[src/verilog/lfm_defs.svh]
// timing counts, levels and register layout of the LED driver fault manager
`ifndef LFM_DEFS_SVH
`define LFM_DEFS_SVH
`define LFM_CLK_HZ 40000000
`define LFM_BLANK_US 250
`define LFM_BLANK_CYC ((`LFM_BLANK_US * 40 + 0) )
`define LFM_GND_US 200
`define LFM_GND_CYC (`LFM_GND_US * 40)
`define LFM_BO_MS 25
`define LFM_BO_CYC (`LFM_BO_MS * 40000 + 1)
`define LFM_AUX_MS 90
`define LFM_AUX_CYC (`LFM_AUX_MS * 40000)
`define LFM_AR_S 4
`define LFM_AR_CYC (`LFM_AR_S * 40000000)
`define LFM_WOD_CNT 4
`define LFM_SCALE_FULL 8'h80
`define LFM_SCALE_HALF 8'h40
`define LFM_ADDR_STAT 4'h0
`define LFM_ADDR_MASK 4'h1
`define LFM_ADDR_CTRL 4'h2
`define LFM_ADDR_STATE 4'h3
`define LFM_ADDR_SCALE 4'h4
`endif

[src/verilog/lfm_pkg.sv]
// types of the LED driver fault manager
package lfm_pkg;
  // fault event vector, one bit per cause
  typedef struct packed {
    logic gnd_open;
    logic cs_short;
    logic brownout;
    logic die_hot;
    logic wod;
    logic aux;
    logic programmable_overvoltage_trip;
    logic vcc_ovp;
    logic otp;
  } lfm_fault_type;
  typedef enum logic [2:0] {
    ST_OFF, ST_BLANK, ST_RUN, ST_AUTOREC, ST_LATCHED, ST_BROWNOUT, ST_HOLD
  } lfm_state_type;
endpackage : lfm_pkg

[src/verilog/lfm_timer.sv]
// saturating qualify timer: asserts done after en held for LIMIT cycles
`timescale 1ns/1ps
`default_nettype none
module lfm_timer #(
  parameter int LIMIT = 10
) (
  // clock and reset
  input wire logic mclk_i,
  input wire logic reset_n_i,
  // control
  input wire logic en_i,
  output logic done_o
);
  initial begin
    if (LIMIT < 1) $error("lfm_timer LIMIT must be at least 1");
  end
  localparam int W = $clog2(LIMIT + 1);
  logic [W-1:0] cnt_r;
  // counts while enabled, clears at once when enable drops
  always_ff @(posedge mclk_i) begin
    if (!reset_n_i || !en_i) begin
      cnt_r <= '0;
      done_o <= 1'b0;
    end else if (cnt_r != W'(LIMIT)) begin
      cnt_r <= cnt_r + 1'b1;
      done_o <= (cnt_r == W'(LIMIT - 1));
    end
  end
endmodule : lfm_timer
`default_nettype wire

[src/verilog/lfm_fault_mgr.sv]
// fault sequencing, foldback and drive gating of the LED driver controller
//
// Contract
// thermal-sense below begin level lowers current target down to half at end level
// overtemperature trip faults; no resume until release level is exceeded; latching variant leaves ST_LATCHED on vcc_clear with no release check
// latching variant also needs supply below clear level after overtemperature
// overtemperature comparator ignored at least 250 us after supply start
// brown-out only after line-sense low continuously beyond 25 ms
// resume after brown-out once line-sense released and supply above start
// brown-out recovery drops to startup current and restarts at start level
// die overheat stops drive until the overheat flag clears
// check current-sense impedance at startup and after max on-time pulses
// ground-open flag held 200 us stops gate-drive pulses
// every major fault interrupts gate-drive pulses
// latching fault holds drive off until supply falls below clear level
// auto-recovery fault blocks drive 4 s, then restart at start level
// latching variant latches aux, winding, thermal overtemp and overvoltage faults
// valley-detect low 90 ms raises auxiliary short fault
// four consecutive overcurrent periods raise winding or diode short fault
// variant input selects behaviour; supply overvoltage and overheat never latch
// foldback scale moves monotonically from full to half across the band
`timescale 1ns/1ps
`default_nettype none
`include "lfm_defs.svh"
module lfm_fault_mgr
  import lfm_pkg::*;
#(
  parameter int BLANK_CYC = `LFM_BLANK_CYC,
  parameter int GND_CYC = `LFM_GND_CYC,
  parameter int BO_CYC = `LFM_BO_CYC,
  parameter int AUX_CYC = `LFM_AUX_CYC,
  parameter int AR_CYC = `LFM_AR_CYC,
  parameter logic [7:0] FB_BEGIN = 8'hC0,
  parameter logic [7:0] FB_END = 8'h80
) (
  // clock and reset
  input wire logic mclk_i,
  input wire logic reset_n_i,
  // variant select, high for latching
  input wire logic latch_variant_i,
  // comparator flags from the analog front end
  input wire logic vcc_start_i,
  input wire logic vcc_clear_i,
  input wire logic vcc_ovp_i,
  input wire logic otp_trip_i,
  input wire logic otp_release_i,
  input wire logic programmable_overvoltage_trip_trip_i,
  input wire logic bo_trip_i,
  input wire logic bo_release_i,
  input wire logic die_hot_i,
  input wire logic cs_low_z_i,
  input wire logic gnd_open_i,
  input wire logic valley_high_i,
  input wire logic cs_over_i,
  input wire logic period_end_i,
  input wire logic max_ton_end_i,
  input wire logic [7:0] thermal_code_i,
  // register port
  input wire logic [3:0] addr_i,
  input wire logic [15:0] wdata_i,
  input wire logic wr_i,
  input wire logic rd_i,
  output logic [15:0] rdata_o,
  // drive and supply outputs
  output logic drive_en_o,
  output logic startup_current_o,
  output logic [7:0] fb_scale_o,
  output logic irq_o
);
  initial begin
    if (FB_BEGIN <= FB_END) $error("foldback begin code must exceed end code");
  end

  // ---------------------------------------------------------------
  // input synchronisers
  // ---------------------------------------------------------------
  localparam int NIN = 16;
  logic [NIN-1:0] meta_r;
  logic [NIN-1:0] sync_r;
  logic [7:0] code_meta_r;
  logic [7:0] code_r;
  // two flops on every pin-domain input before any logic reads it
  always_ff @(posedge mclk_i) begin
    meta_r <= {latch_variant_i, vcc_start_i, vcc_clear_i, vcc_ovp_i, otp_trip_i,
               otp_release_i, programmable_overvoltage_trip_trip_i, bo_trip_i, bo_release_i, die_hot_i,
               cs_low_z_i, gnd_open_i, valley_high_i, cs_over_i, period_end_i,
               max_ton_end_i};
    sync_r <= meta_r;
    code_meta_r <= thermal_code_i;
    code_r <= code_meta_r;
  end
  wire latch_v = sync_r[15];
  wire vcc_start = sync_r[14];
  wire vcc_clear = sync_r[13];
  wire vcc_ovp = sync_r[12];
  wire otp_trip = sync_r[11];
  wire otp_release = sync_r[10];
  wire programmable_overvoltage_trip = sync_r[9];
  wire bo_low = sync_r[8];
  wire bo_release = sync_r[7];
  wire die_hot = sync_r[6];
  wire cs_low_z = sync_r[5];
  wire gnd_open = sync_r[4];
  wire valley_high = sync_r[3];
  wire cs_over = sync_r[2];
  wire period_end = sync_r[1];
  wire max_ton_end = sync_r[0];

  // ---------------------------------------------------------------
  // state and timers
  // ---------------------------------------------------------------
  lfm_state_type state_r;
  lfm_state_type state_nxt;
  logic [$clog2(`LFM_AR_CYC + 1)-1:0] ar_cnt_r;
  logic [$clog2(`LFM_BLANK_CYC + 1)-1:0] blank_cnt_r;
  logic [2:0] wod_cnt_r;
  logic wod_fault_r;
  logic max_ton_d_r;
  logic cs_check_r;
  logic otp_hold_r;
  logic die_hold_r;
  logic ctrl_force_off_r;
  logic [8:0] stat_r;
  logic [8:0] mask_r;
  wire run_like = (state_r == ST_RUN);
  wire bo_done;
  wire aux_done;
  wire gnd_done;
  wire ar_done = (ar_cnt_r == '0);
  wire blank_done = (blank_cnt_r == '0);

  // brown-out blanking
  lfm_timer #(.LIMIT(BO_CYC)) u_bo_tmr (
    .mclk_i(mclk_i), .reset_n_i(reset_n_i), .en_i(bo_low && run_like), .done_o(bo_done));
  // valley-detect short timer
  lfm_timer #(.LIMIT(AUX_CYC)) u_aux_tmr (
    .mclk_i(mclk_i), .reset_n_i(reset_n_i), .en_i(!valley_high && run_like),
    .done_o(aux_done));
  // ground-open qualify
  lfm_timer #(.LIMIT(GND_CYC)) u_gnd_tmr (
    .mclk_i(mclk_i), .reset_n_i(reset_n_i), .en_i(gnd_open), .done_o(gnd_done));

  // ---------------------------------------------------------------
  // fault decode
  // ---------------------------------------------------------------
  // count consecutive overcurrent periods; a clean period restarts
  always_ff @(posedge mclk_i) begin
    if (!reset_n_i || !run_like) begin
      wod_cnt_r <= 3'h0;
      wod_fault_r <= 1'b0;
    end else if (period_end) begin
      wod_cnt_r <= cs_over ? ((wod_cnt_r == 3'h4) ? 3'h4 : wod_cnt_r + 3'h1) : 3'h0;
      wod_fault_r <= cs_over && (wod_cnt_r == 3'(`LFM_WOD_CNT - 1));
    end
  end

  // impedance check at startup and after each max on-time pulse end
  always_ff @(posedge mclk_i) begin
    if (!reset_n_i) begin
      max_ton_d_r <= 1'b0;
      cs_check_r <= 1'b0;
    end else begin
      max_ton_d_r <= max_ton_end;
      cs_check_r <= (state_r == ST_BLANK) || (max_ton_end && !max_ton_d_r);
    end
  end

  // overtemperature ignored while blanking
  wire otp_seen = otp_trip && (state_r != ST_BLANK);
  lfm_fault_type fault;
  assign fault.otp = otp_seen;
  assign fault.vcc_ovp = vcc_ovp;
  assign fault.programmable_overvoltage_trip = programmable_overvoltage_trip;
  assign fault.wod = wod_fault_r;
  assign fault.aux = aux_done;
  assign fault.die_hot = die_hot;
  assign fault.brownout = bo_done;
  assign fault.cs_short = cs_check_r && cs_low_z;
  assign fault.gnd_open = gnd_done;
  // latching causes in the latching variant only
  // supply overvoltage and die overheat never latch
  wire latching = latch_v && (fault.otp || fault.programmable_overvoltage_trip || fault.wod || fault.aux);
  // any major fault stops pulsing
  wire major = fault.otp || fault.vcc_ovp || fault.programmable_overvoltage_trip || fault.wod || fault.aux ||
               fault.cs_short || fault.gnd_open;

  // ---------------------------------------------------------------
  // sequencer
  // ---------------------------------------------------------------
  always_comb begin
    state_nxt = state_r;
    case (state_r)
      ST_OFF: begin
        if (vcc_start && !die_hot && !ctrl_force_off_r) state_nxt = ST_BLANK;
      end
      ST_BLANK: begin
        if (die_hot) state_nxt = ST_HOLD;
        else if (blank_done) state_nxt = ST_RUN;
      end
      ST_RUN: begin
        // overheat holds drive off until it clears
        if (die_hot) state_nxt = ST_HOLD;
        // latching fault
        else if (latching) state_nxt = ST_LATCHED;
        // auto-recovery fault
        else if (major) state_nxt = ST_AUTOREC;
        else if (fault.brownout) state_nxt = ST_BROWNOUT;
        else if (ctrl_force_off_r) state_nxt = ST_OFF;
      end
      ST_AUTOREC: begin
        // release level must be seen before resuming
        if (ar_done && !otp_hold_r) state_nxt = ST_OFF;
      end
      ST_LATCHED: begin
        // supply must fall below clear level
        if (vcc_clear) state_nxt = ST_OFF;
      end
      ST_BROWNOUT: begin
        // resume on line release with supply above start
        // startup current until start level is reached
        if (bo_release && vcc_start) state_nxt = ST_BLANK;
      end
      ST_HOLD: begin
        if (!die_hold_r) state_nxt = ST_OFF;
      end
      default: state_nxt = ST_OFF;
    endcase
  end

  // state register, recovery delay and blanking counters
  always_ff @(posedge mclk_i) begin
    if (!reset_n_i) begin
      state_r <= ST_OFF;
      ar_cnt_r <= '0;
      blank_cnt_r <= '0;
    end else begin
      state_r <= state_nxt;
      ar_cnt_r <= (state_nxt == ST_AUTOREC && state_r != ST_AUTOREC) ?
                  $bits(ar_cnt_r)'(AR_CYC - 1) : (ar_done ? ar_cnt_r : ar_cnt_r - 1'b1);
      blank_cnt_r <= (state_nxt == ST_BLANK && state_r != ST_BLANK) ?
                     $bits(blank_cnt_r)'(BLANK_CYC - 1) :
                     (blank_done ? blank_cnt_r : blank_cnt_r - 1'b1);
    end
  end

  // hold overtemperature until release level; hold overheat until clear
  always_ff @(posedge mclk_i) begin
    if (!reset_n_i) begin
      otp_hold_r <= 1'b0;
      die_hold_r <= 1'b0;
    end else begin
      otp_hold_r <= fault.otp ? 1'b1 : (otp_release ? 1'b0 : otp_hold_r);
      die_hold_r <= die_hot;
    end
  end

  // ---------------------------------------------------------------
  // foldback scale
  // ---------------------------------------------------------------
  // linear map of the band to full..half, clamped at both ends
  function automatic logic [7:0] fb_map(input logic [7:0] code);
    logic [15:0] num;
    num = 16'h0000;
    if (code >= FB_BEGIN) return `LFM_SCALE_FULL;
    if (code <= FB_END) return `LFM_SCALE_HALF;
    num = 16'(code - FB_END) * 16'(`LFM_SCALE_FULL - `LFM_SCALE_HALF);
    return 8'(`LFM_SCALE_HALF + num / 16'(FB_BEGIN - FB_END));
  endfunction : fb_map

  // ---------------------------------------------------------------
  // registers: 0 status (read clears), 1 mask, 2 control, 3 state, 4 scale
  // ---------------------------------------------------------------
  wire rd_stat = rd_i && (addr_i == `LFM_ADDR_STAT);
  wire [8:0] ev = fault;
  wire [15:0] rd_mux =
    (addr_i == `LFM_ADDR_STAT) ? {7'h00, stat_r} :
    (addr_i == `LFM_ADDR_MASK) ? {7'h00, mask_r} :
    (addr_i == `LFM_ADDR_CTRL) ? {15'h0000, ctrl_force_off_r} :
    (addr_i == `LFM_ADDR_STATE) ? {13'h0000, state_r} :
    (addr_i == `LFM_ADDR_SCALE) ? {8'h00, fb_scale_o} : 16'h0000;

  // sticky status: a new event wins over the read clear
  always_ff @(posedge mclk_i) begin
    if (!reset_n_i) begin
      stat_r <= 9'h000;
      mask_r <= 9'h000;
      ctrl_force_off_r <= 1'b0;
      rdata_o <= 16'h0000;
      irq_o <= 1'b0;
    end else begin
      stat_r <= (rd_stat ? 9'h000 : stat_r) | ev;
      if (wr_i && addr_i == `LFM_ADDR_MASK) mask_r <= wdata_i[8:0];
      if (wr_i && addr_i == `LFM_ADDR_CTRL) ctrl_force_off_r <= wdata_i[0];
      rdata_o <= rd_i ? rd_mux : 16'h0000;
      irq_o <= |(((rd_stat ? 9'h000 : stat_r) | ev) & mask_r);
    end
  end

  // registered drive outputs
  always_ff @(posedge mclk_i) begin
    if (!reset_n_i) begin
      drive_en_o <= 1'b0;
      startup_current_o <= 1'b1;
      fb_scale_o <= `LFM_SCALE_FULL;
    end else begin
      // pulses only while running clean
      drive_en_o <= (state_nxt == ST_RUN);
      // startup consumption while waiting on supply
      startup_current_o <= (state_nxt != ST_RUN) && (state_nxt != ST_BLANK);
      // foldback request
      fb_scale_o <= fb_map(code_r);
    end
  end
endmodule : lfm_fault_mgr
`default_nettype wire

[config.mk]
export PLATFORM = sky130hd
export DESIGN_NAME = lfm_fault_mgr
export DESIGN_NICKNAME = d
export VERILOG_FILES = /design/src/verilog/lfm_pkg.sv /design/src/verilog/lfm_timer.sv /design/src/verilog/lfm_fault_mgr.sv
export VERILOG_INCLUDE_DIRS = /design/src /design/src/verilog
export SDC_FILE = /design/constraint.sdc
export NUM_CORES = 1
export LEC_CHECK = 0
export ABC_CLOCK_PERIOD_IN_PS = 2500
export BUFFER_PORTS_ARGS = -buffer_cell sky130_fd_sc_hd__buf_2
export CAP_MARGIN = 20
export CORE_MARGIN = 5
export CORE_UTILIZATION = 55
export CTS_BUF_LIST = sky130_fd_sc_hd__clkbuf_8
export DETAILED_ROUTE_END_ITERATION = 7
export PLACE_DENSITY = 0.76
export SYNTH_ARGS = -nofsm -noshare
export SYNTH_HDL_FRONTEND = slang
export SYNTH_SLANG_ARGS = --single-unit
[constraint.sdc]
create_clock -name mclk_i -period 2.5 [get_ports mclk_i]
set_input_delay 0.5 -clock mclk_i [delete_from_list [all_inputs] [get_ports mclk_i]]
set_output_delay 0.5 -clock mclk_i [all_outputs]
set_load 0.1 [all_outputs]
After elaboration in Yosys (flattened, before gate mapping)
Index checks and enable logic that the tools add are counted.
Widths: inputs -> output; s select.
{"block": "totals", "reg_bits": 205, "latchBits": 0, "ram_bits": 0, "romBits": 0, "inputBits": 48, "output_inout_bits": 27, "memories": 0}
{"block": "classes", "addsub": 8, "n_mul": 0, "div": 0, "n_lt_le_gt_ge": 2, "n_eq_ne": 27, "shifts": 0, "mux": 36, "bitwise": 4, "reduce_logical": 51}
{"cell": "$mux 28", "n": 2}
{"cell": "$mux 8", "n": 7}
{"cell": "$mux 3", "n": 14}
{"cell": "$logic_not 28->1", "n": 1}
{"cell": "$mux 14", "n": 2}
{"cell": "$sub 28x1->28 const B", "n": 1}
{"cell": "$mux 9", "n": 3}
{"cell": "$add 22x1->22 const B", "n": 1}
{"cell": "$eq 22x22->1 const B", "n": 1}
{"cell": "$ne 22x22->1 const B", "n": 1}
{"cell": "$pmux 3 s7", "n": 1}
{"cell": "$add 20x1->20 const B", "n": 1}
{"cell": "$eq 20x20->1 const B", "n": 1}
{"cell": "$ne 20x20->1 const B", "n": 1}
{"cell": "$logic_and 1x1->1", "n": 17}
{"cell": "$eq 3x2->1 const B", "n": 5}
{"cell": "$logic_not 14->1", "n": 1}
{"cell": "$logic_or 1x1->1", "n": 14}
{"cell": "$sub 14x1->14 const B", "n": 1}
{"cell": "$add 13x1->13 const B", "n": 1}
{"cell": "$eq 13x13->1 const B", "n": 1}
{"cell": "$ne 13x13->1 const B", "n": 1}
{"cell": "$eq 3x3->1 const B", "n": 4}
{"cell": "$logic_not 1->1", "n": 10}
{"cell": "other kinds (23)", "n": 36}

Depth between registers and ports, before layout
{"block": "logic_depth", "depth_word": 15, "depth_mapped": 10, "ltp_nobuf": 8}

By module
Synthesis repeated with hierarchy kept, for this count alone.
{"block": "hier_totals", "hier_cells": 880, "hier_area_um2": 8262.9}
{"module": "lfm_fault_mgr", "instances": 1, "cells_each": 547, "area_each_um2": 5342.6}
{"module": "lfm_timer (u_aux_tmr)", "instances": 1, "cells_each": 136, "area_each_um2": 1172.4}
{"module": "lfm_timer (u_bo_tmr)", "instances": 1, "cells_each": 122, "area_each_um2": 1059.8}
{"module": "lfm_timer (u_gnd_tmr)", "instances": 1, "cells_each": 75, "area_each_um2": 688.2}

Worst setup path after synthesis
OpenSTA, ideal clock, no wires.
{"block": "synth_path", "path_kind": "reg-to-reg", "startpoint": "reg blank_cnt_r[0]", "endpoint": "reg startup_current_o", "setup_time_ns": 0.120, "arrival_ns": 2.243, "required_ns": 2.380, "setup_slack_ns": 0.138, "path_stages_with_launch": 10, "path_buffers": 1, "cell_sequence": "dfxtp_1 > inv_1 > ha_1 > nor3b_1 > and4_1 > clkbuf_1 > o32a_1 > or2_1 > or3_1 > a211o_1"}
{"block": "synth_between", "elab_chain_cells": 6}
{"item": "start: declaration", "line": "lfm_fault_mgr.sv:115", "rtl": "logic [$clog2(`LFM_BLANK_CYC + 1)-1:0] blank_cnt_r;"}
{"item": "start signal: assignment", "line": "lfm_fault_mgr.sv:240", "rtl": "blank_cnt_r <= (state_nxt == ST_BLANK && state_r != ST_BLANK) ?"}
{"item": "$logic_not 14->1 *", "line": "lfm_fault_mgr.sv:130", "rtl": "wire blank_done = (blank_cnt_r == '0);"}
{"item": "$mux 3 *", "line": "lfm_fault_mgr.sv:198", "rtl": "else if (blank_done) state_nxt = ST_RUN;"}
{"item": "$mux 3 *", "line": "lfm_fault_mgr.sv:197", "rtl": "if (die_hot) state_nxt = ST_HOLD;"}
{"item": "$pmux 3 s7 *", "line": "lfm_fault_mgr.sv:192", "rtl": "case (state_r)"}
{"item": "$ne 3x2->1 or $ne 3x1->1 (tied branches)", "line": "lfm_fault_mgr.sv:309", "rtl": "startup_current_o <= (state_nxt != ST_RUN) && (state_nxt != ST_BLANK);"}
{"item": "$logic_and 1x1->1 *", "line": "lfm_fault_mgr.sv:309"}
{"item": "end signal: assignment", "line": "lfm_fault_mgr.sv:309"}
{"item": "end: declaration", "line": "lfm_fault_mgr.sv:66", "rtl": "output logic startup_current_o,"}
Mark *: on every way between the ends. The rest lies on a longest branch, timed or not.
A chain may end at the register's enable or synchronous reset.

Worst setup path after layout
{"block": "layout_path", "startpoint": "reg state_r[1]", "endpoint": "reg startup_current_o"}
{"block": "layout_between", "elab_chain_cells": 14}
{"item": "start: declaration", "line": "lfm_fault_mgr.sv:112", "rtl": "lfm_state_type state_r;"}
{"item": "start signal: assignment", "line": "lfm_fault_mgr.sv:237", "rtl": "state_r <= state_nxt;"}
{"item": "$ne 3x1->1", "line": "lfm_fault_mgr.sv:169", "rtl": "wire otp_seen = otp_trip && (state_r != ST_BLANK);"}
{"item": "$logic_and 1x1->1", "line": "lfm_fault_mgr.sv:169"}
{"item": "$logic_or 1x1->1 (5 in a row)", "line": "lfm_fault_mgr.sv:184", "rtl": "wire major = fault.otp || fault.vcc_ovp || fault.programmable_overvoltage_trip || fault.wod || fault.aux ||"}
{"item": "$logic_or 1x1->1", "line": "lfm_fault_mgr.sv:185", "rtl": "fault.cs_short || fault.gnd_open;"}
{"item": "$mux 3", "line": "lfm_fault_mgr.sv:206", "rtl": "else if (major) state_nxt = ST_AUTOREC;"}
{"item": "$mux 3", "line": "lfm_fault_mgr.sv:204", "rtl": "else if (latching) state_nxt = ST_LATCHED;"}
{"item": "$mux 3", "line": "lfm_fault_mgr.sv:202", "rtl": "if (die_hot) state_nxt = ST_HOLD;"}
{"item": "$pmux 3 s7 *", "line": "lfm_fault_mgr.sv:192"}
{"item": "$ne 3x2->1 or $ne 3x1->1 (tied branches)", "line": "lfm_fault_mgr.sv:309"}
{"item": "$logic_and 1x1->1 *", "line": "lfm_fault_mgr.sv:309"}
Marked as above.

==> flow_summary.toml <==
[logic_synthesis]
syn_area_mm2 = 0.00785
ys_ff_latch = 198
synth_edf_count = 0
synth_top_cell_area_share_pct = 50.5
synth_flop_cell = "dfxtp_1"
synth.largest_area_cell = "dfxtp_1"
ys_types = 67
synth_cells = 860
synth_area_leaders = "dfxtp_1, nor2_1, xor2_1"
synth_area_per_cell_um2 = 9.12
yosys_warnings = 0
yosysSeqAreaShare_pct = 50.5
async_flop_share_pct = 0

[worst_setup_path]
worstSetupEndpointType = "flop"
max_stage_delay_ns = 0.42
path_class = "reg -> reg"
path_delay_family = "simple AND/OR/NAND/NOR gates"
worst_path_max_delay_cell = "or3b_4"
required_ns = 2.86
path_buf_inv = 0
start_kind = "flop"
crit_chain = "or3b_4, a2111oi_4, a31oi_2, or2_1, or3_1, a211o_1"
path_max_fanout = 4
crit_arrival_ns = 2.74

[timing]
fin_crit_sh_pct = 95.2
holdWs_ns = 0.125
max_freq_ghz = 0.420
max_slew_margin_pct = 58.6
setup_ws_ns = 0.120
rsz0062_at_grt = "true"
worstMarginPinSlew_ns = 0.617
layout_min_cycle_time_ns = 2.38
setup_viol = 0
fin_skew_ns = 0.0163
hold_violations = 0
report.final.slew_viol_count = 0

[place]
place_area_mm2 = 0.00840
hpwl_mm = 11.5
io_buffer_count = 60
place.gp.congestion = 0.850
preCtsSetupSlack_ns = 0.0746

[pwr]
power_density_mw_per_mm2 = 916
peakVddDrop_mv = 0.717
power_w = 0.00806
leakagePower_nw = 3.30

[clock_tree]
cts_sinks = 198
cts-root-buf = "clkbuf_8"
clock_latency_ns = 0.46
post_cts_buffers = 0
cts_hold_buf = 0
htreeDepth = 4
cts.clk_slew.worst_paths_ns = 0.11
cts_buffer_depth = 2
numCtsBuffers = 17
cts_tree = "built"

[finish]
area_delta_synth_final_pct = 12.1
nNetsFinal = 991
final_area_mm2 = 0.00880
post-route-util_pct = 63.1
layout-drive-gt1-share_pct = 13.6

[global_routing]
antenna_found_initial = 1
track_usage_pct = 19.9
gr-total-overflow = 0
grt_start_max_net_pins = 45
first_global_vias = 5718
grt_pass1_wl_mm = 26.9

[detailed_routing]
ant_nets = 0
drc = 0
vias = 6122
drt-initial-drc-count = 315
routedWlPerCell_um = 14.1
drt_first_pass_iters = 5
via_per_inst = 5.44
wl_mm = 15.8

[die]
ios = 75
die_h_um = 129
die_x_um = 129
start_util_pct = 56.3
fp-row-count = 43
die_area_mm2 = 0.0168
coreArea_mm2 = 0.0139

[hold_path]
hold_path.class = "in -> reg"

[job]
maxCapViolCount = 0

[outcome]
status = "finished, final reports clean"
[cells by family after synthesis]
group           synth area share [%]
compound gates                  10.4
xor+xnor                        8.37
fa+ha+maj                       1.91
buf+inv                         3.21
flops                           50.5
mux                             1.18
other cells                   0.0478
simple gates                    24.4
[what timing repair did]
action	CTS	global route
endpoints found under the hold margin	0	0
setup endpoints to repair	0	3
gates resized for setup	0	3
[worst register-to-register path, stage by stage (launching register included)]
cell       delay (ns)
dfxtp_1          0.33
or3b_4           0.42
a2111oi_4        0.39
a31oi_2          0.18
or2_1            0.31
or3_1            0.36
a211o_1          0.29
[where the power goes]
group          switching [W]  total, W  leakage [nW]  internal, W
Clock                0.00118   0.00194         0.192     0.000764
Combinational        0.00129   0.00231          1.48      0.00102
Sequential          0.000315   0.00381          1.62      0.00349
Total                0.00278   0.00806          3.30      0.00528
[layout by cell type (no fill, tap or decap), types with 9 or more instances in the layout]
master    instances
nor3_1           29
xnor2_1          31
a21oi_1          58
nor4_1           17
nor2b_1          10
or3_1            15
o21ai_0          16
nand2_1          70
nor2_1          114
nand4_1          15
and2_1           12
clkbuf_8         18
buf_4            19
o21a_1            9
dfxtp_1         198
nand3_1          39
inv_1            25
ha_1             12
buf_2            60
xor2_1           44
nand2b_1          9
[routing by layer]
layer / part of all wire (%) / wire length, um / vias to the layer above / track usage (%)
met2: 46 / 7220 / 146 / 31.6
met1: 48 / 7550 / 2847 / 27.4
met4: 1.4 / 224 / 0 / 5.50
li1: - / - / 3115 / -
met3: 5.3 / 838 / 14 / 4.74
met5: 0 / 0 / - / 0
[stage by stage]
step,cells,TNS (ns)
floorplan,866,0
global placement,1092,0
detailed placement,1092,0
CTS,1124,0
global route,1125,-0.0274
finish,1125,0
[final timing paths]
path	to	from	cells after the start	slack (ns)
hold / removal	meta_r[15]	latch_variant_i	1	0.12
setup / recovery	startup_current_o	state_r[1]	6	0.12
hold reg to reg	code_r[3]	code_meta_r[3]	0	0.34
setup reg to reg	startup_current_o	state_r[1]	6	0.12
[state kept, by name (all words and copies together), names as in the netlist, 13 cells and up]
signal,count
ar_cnt_r,28
u_gnd_tmr.cnt_r,13
u_aux_tmr.cnt_r,22
u_bo_tmr.cnt_r,20
meta_r,16
blank_cnt_r,14
sync_r,16
[cells in the mapped netlist (all sizes together) (6+ instances only)]
| cell type | number |
|---|---|
| o22ai | 6 |
| or3 | 15 |
| xnor2 | 31 |
| mux2i | 7 |
| and2 | 12 |
| o21ai | 17 |
| buf | 8 |
| nand2b | 9 |
| nor2b | 10 |
| nand4 | 15 |
| nor2 | 114 |
| nor3b | 6 |
| a21oi | 58 |
| and3 | 6 |
| o21a | 9 |
| nand3 | 39 |
| xor2 | 44 |
| nor4 | 20 |
| or4 | 6 |
| clkbuf | 26 |
| nand2 | 70 |
| inv | 25 |
| nor3 | 30 |
| dfxtp | 198 |
| ha | 12 |
[area by class of cell]
class / count / area, um^2
timing repair buffer: 80 / 463
inverter: 25 / 93.8
clock buffer: 18 / 248
antenna: 1 / 2.50
sequential: 198 / 3960
fill: 1221 / 5140
clock inverter: 14 / 128
multi-input combinational: 609 / 3670
tap: 180 / 225
Note: power is estimated with default switching activity, not from simulation.
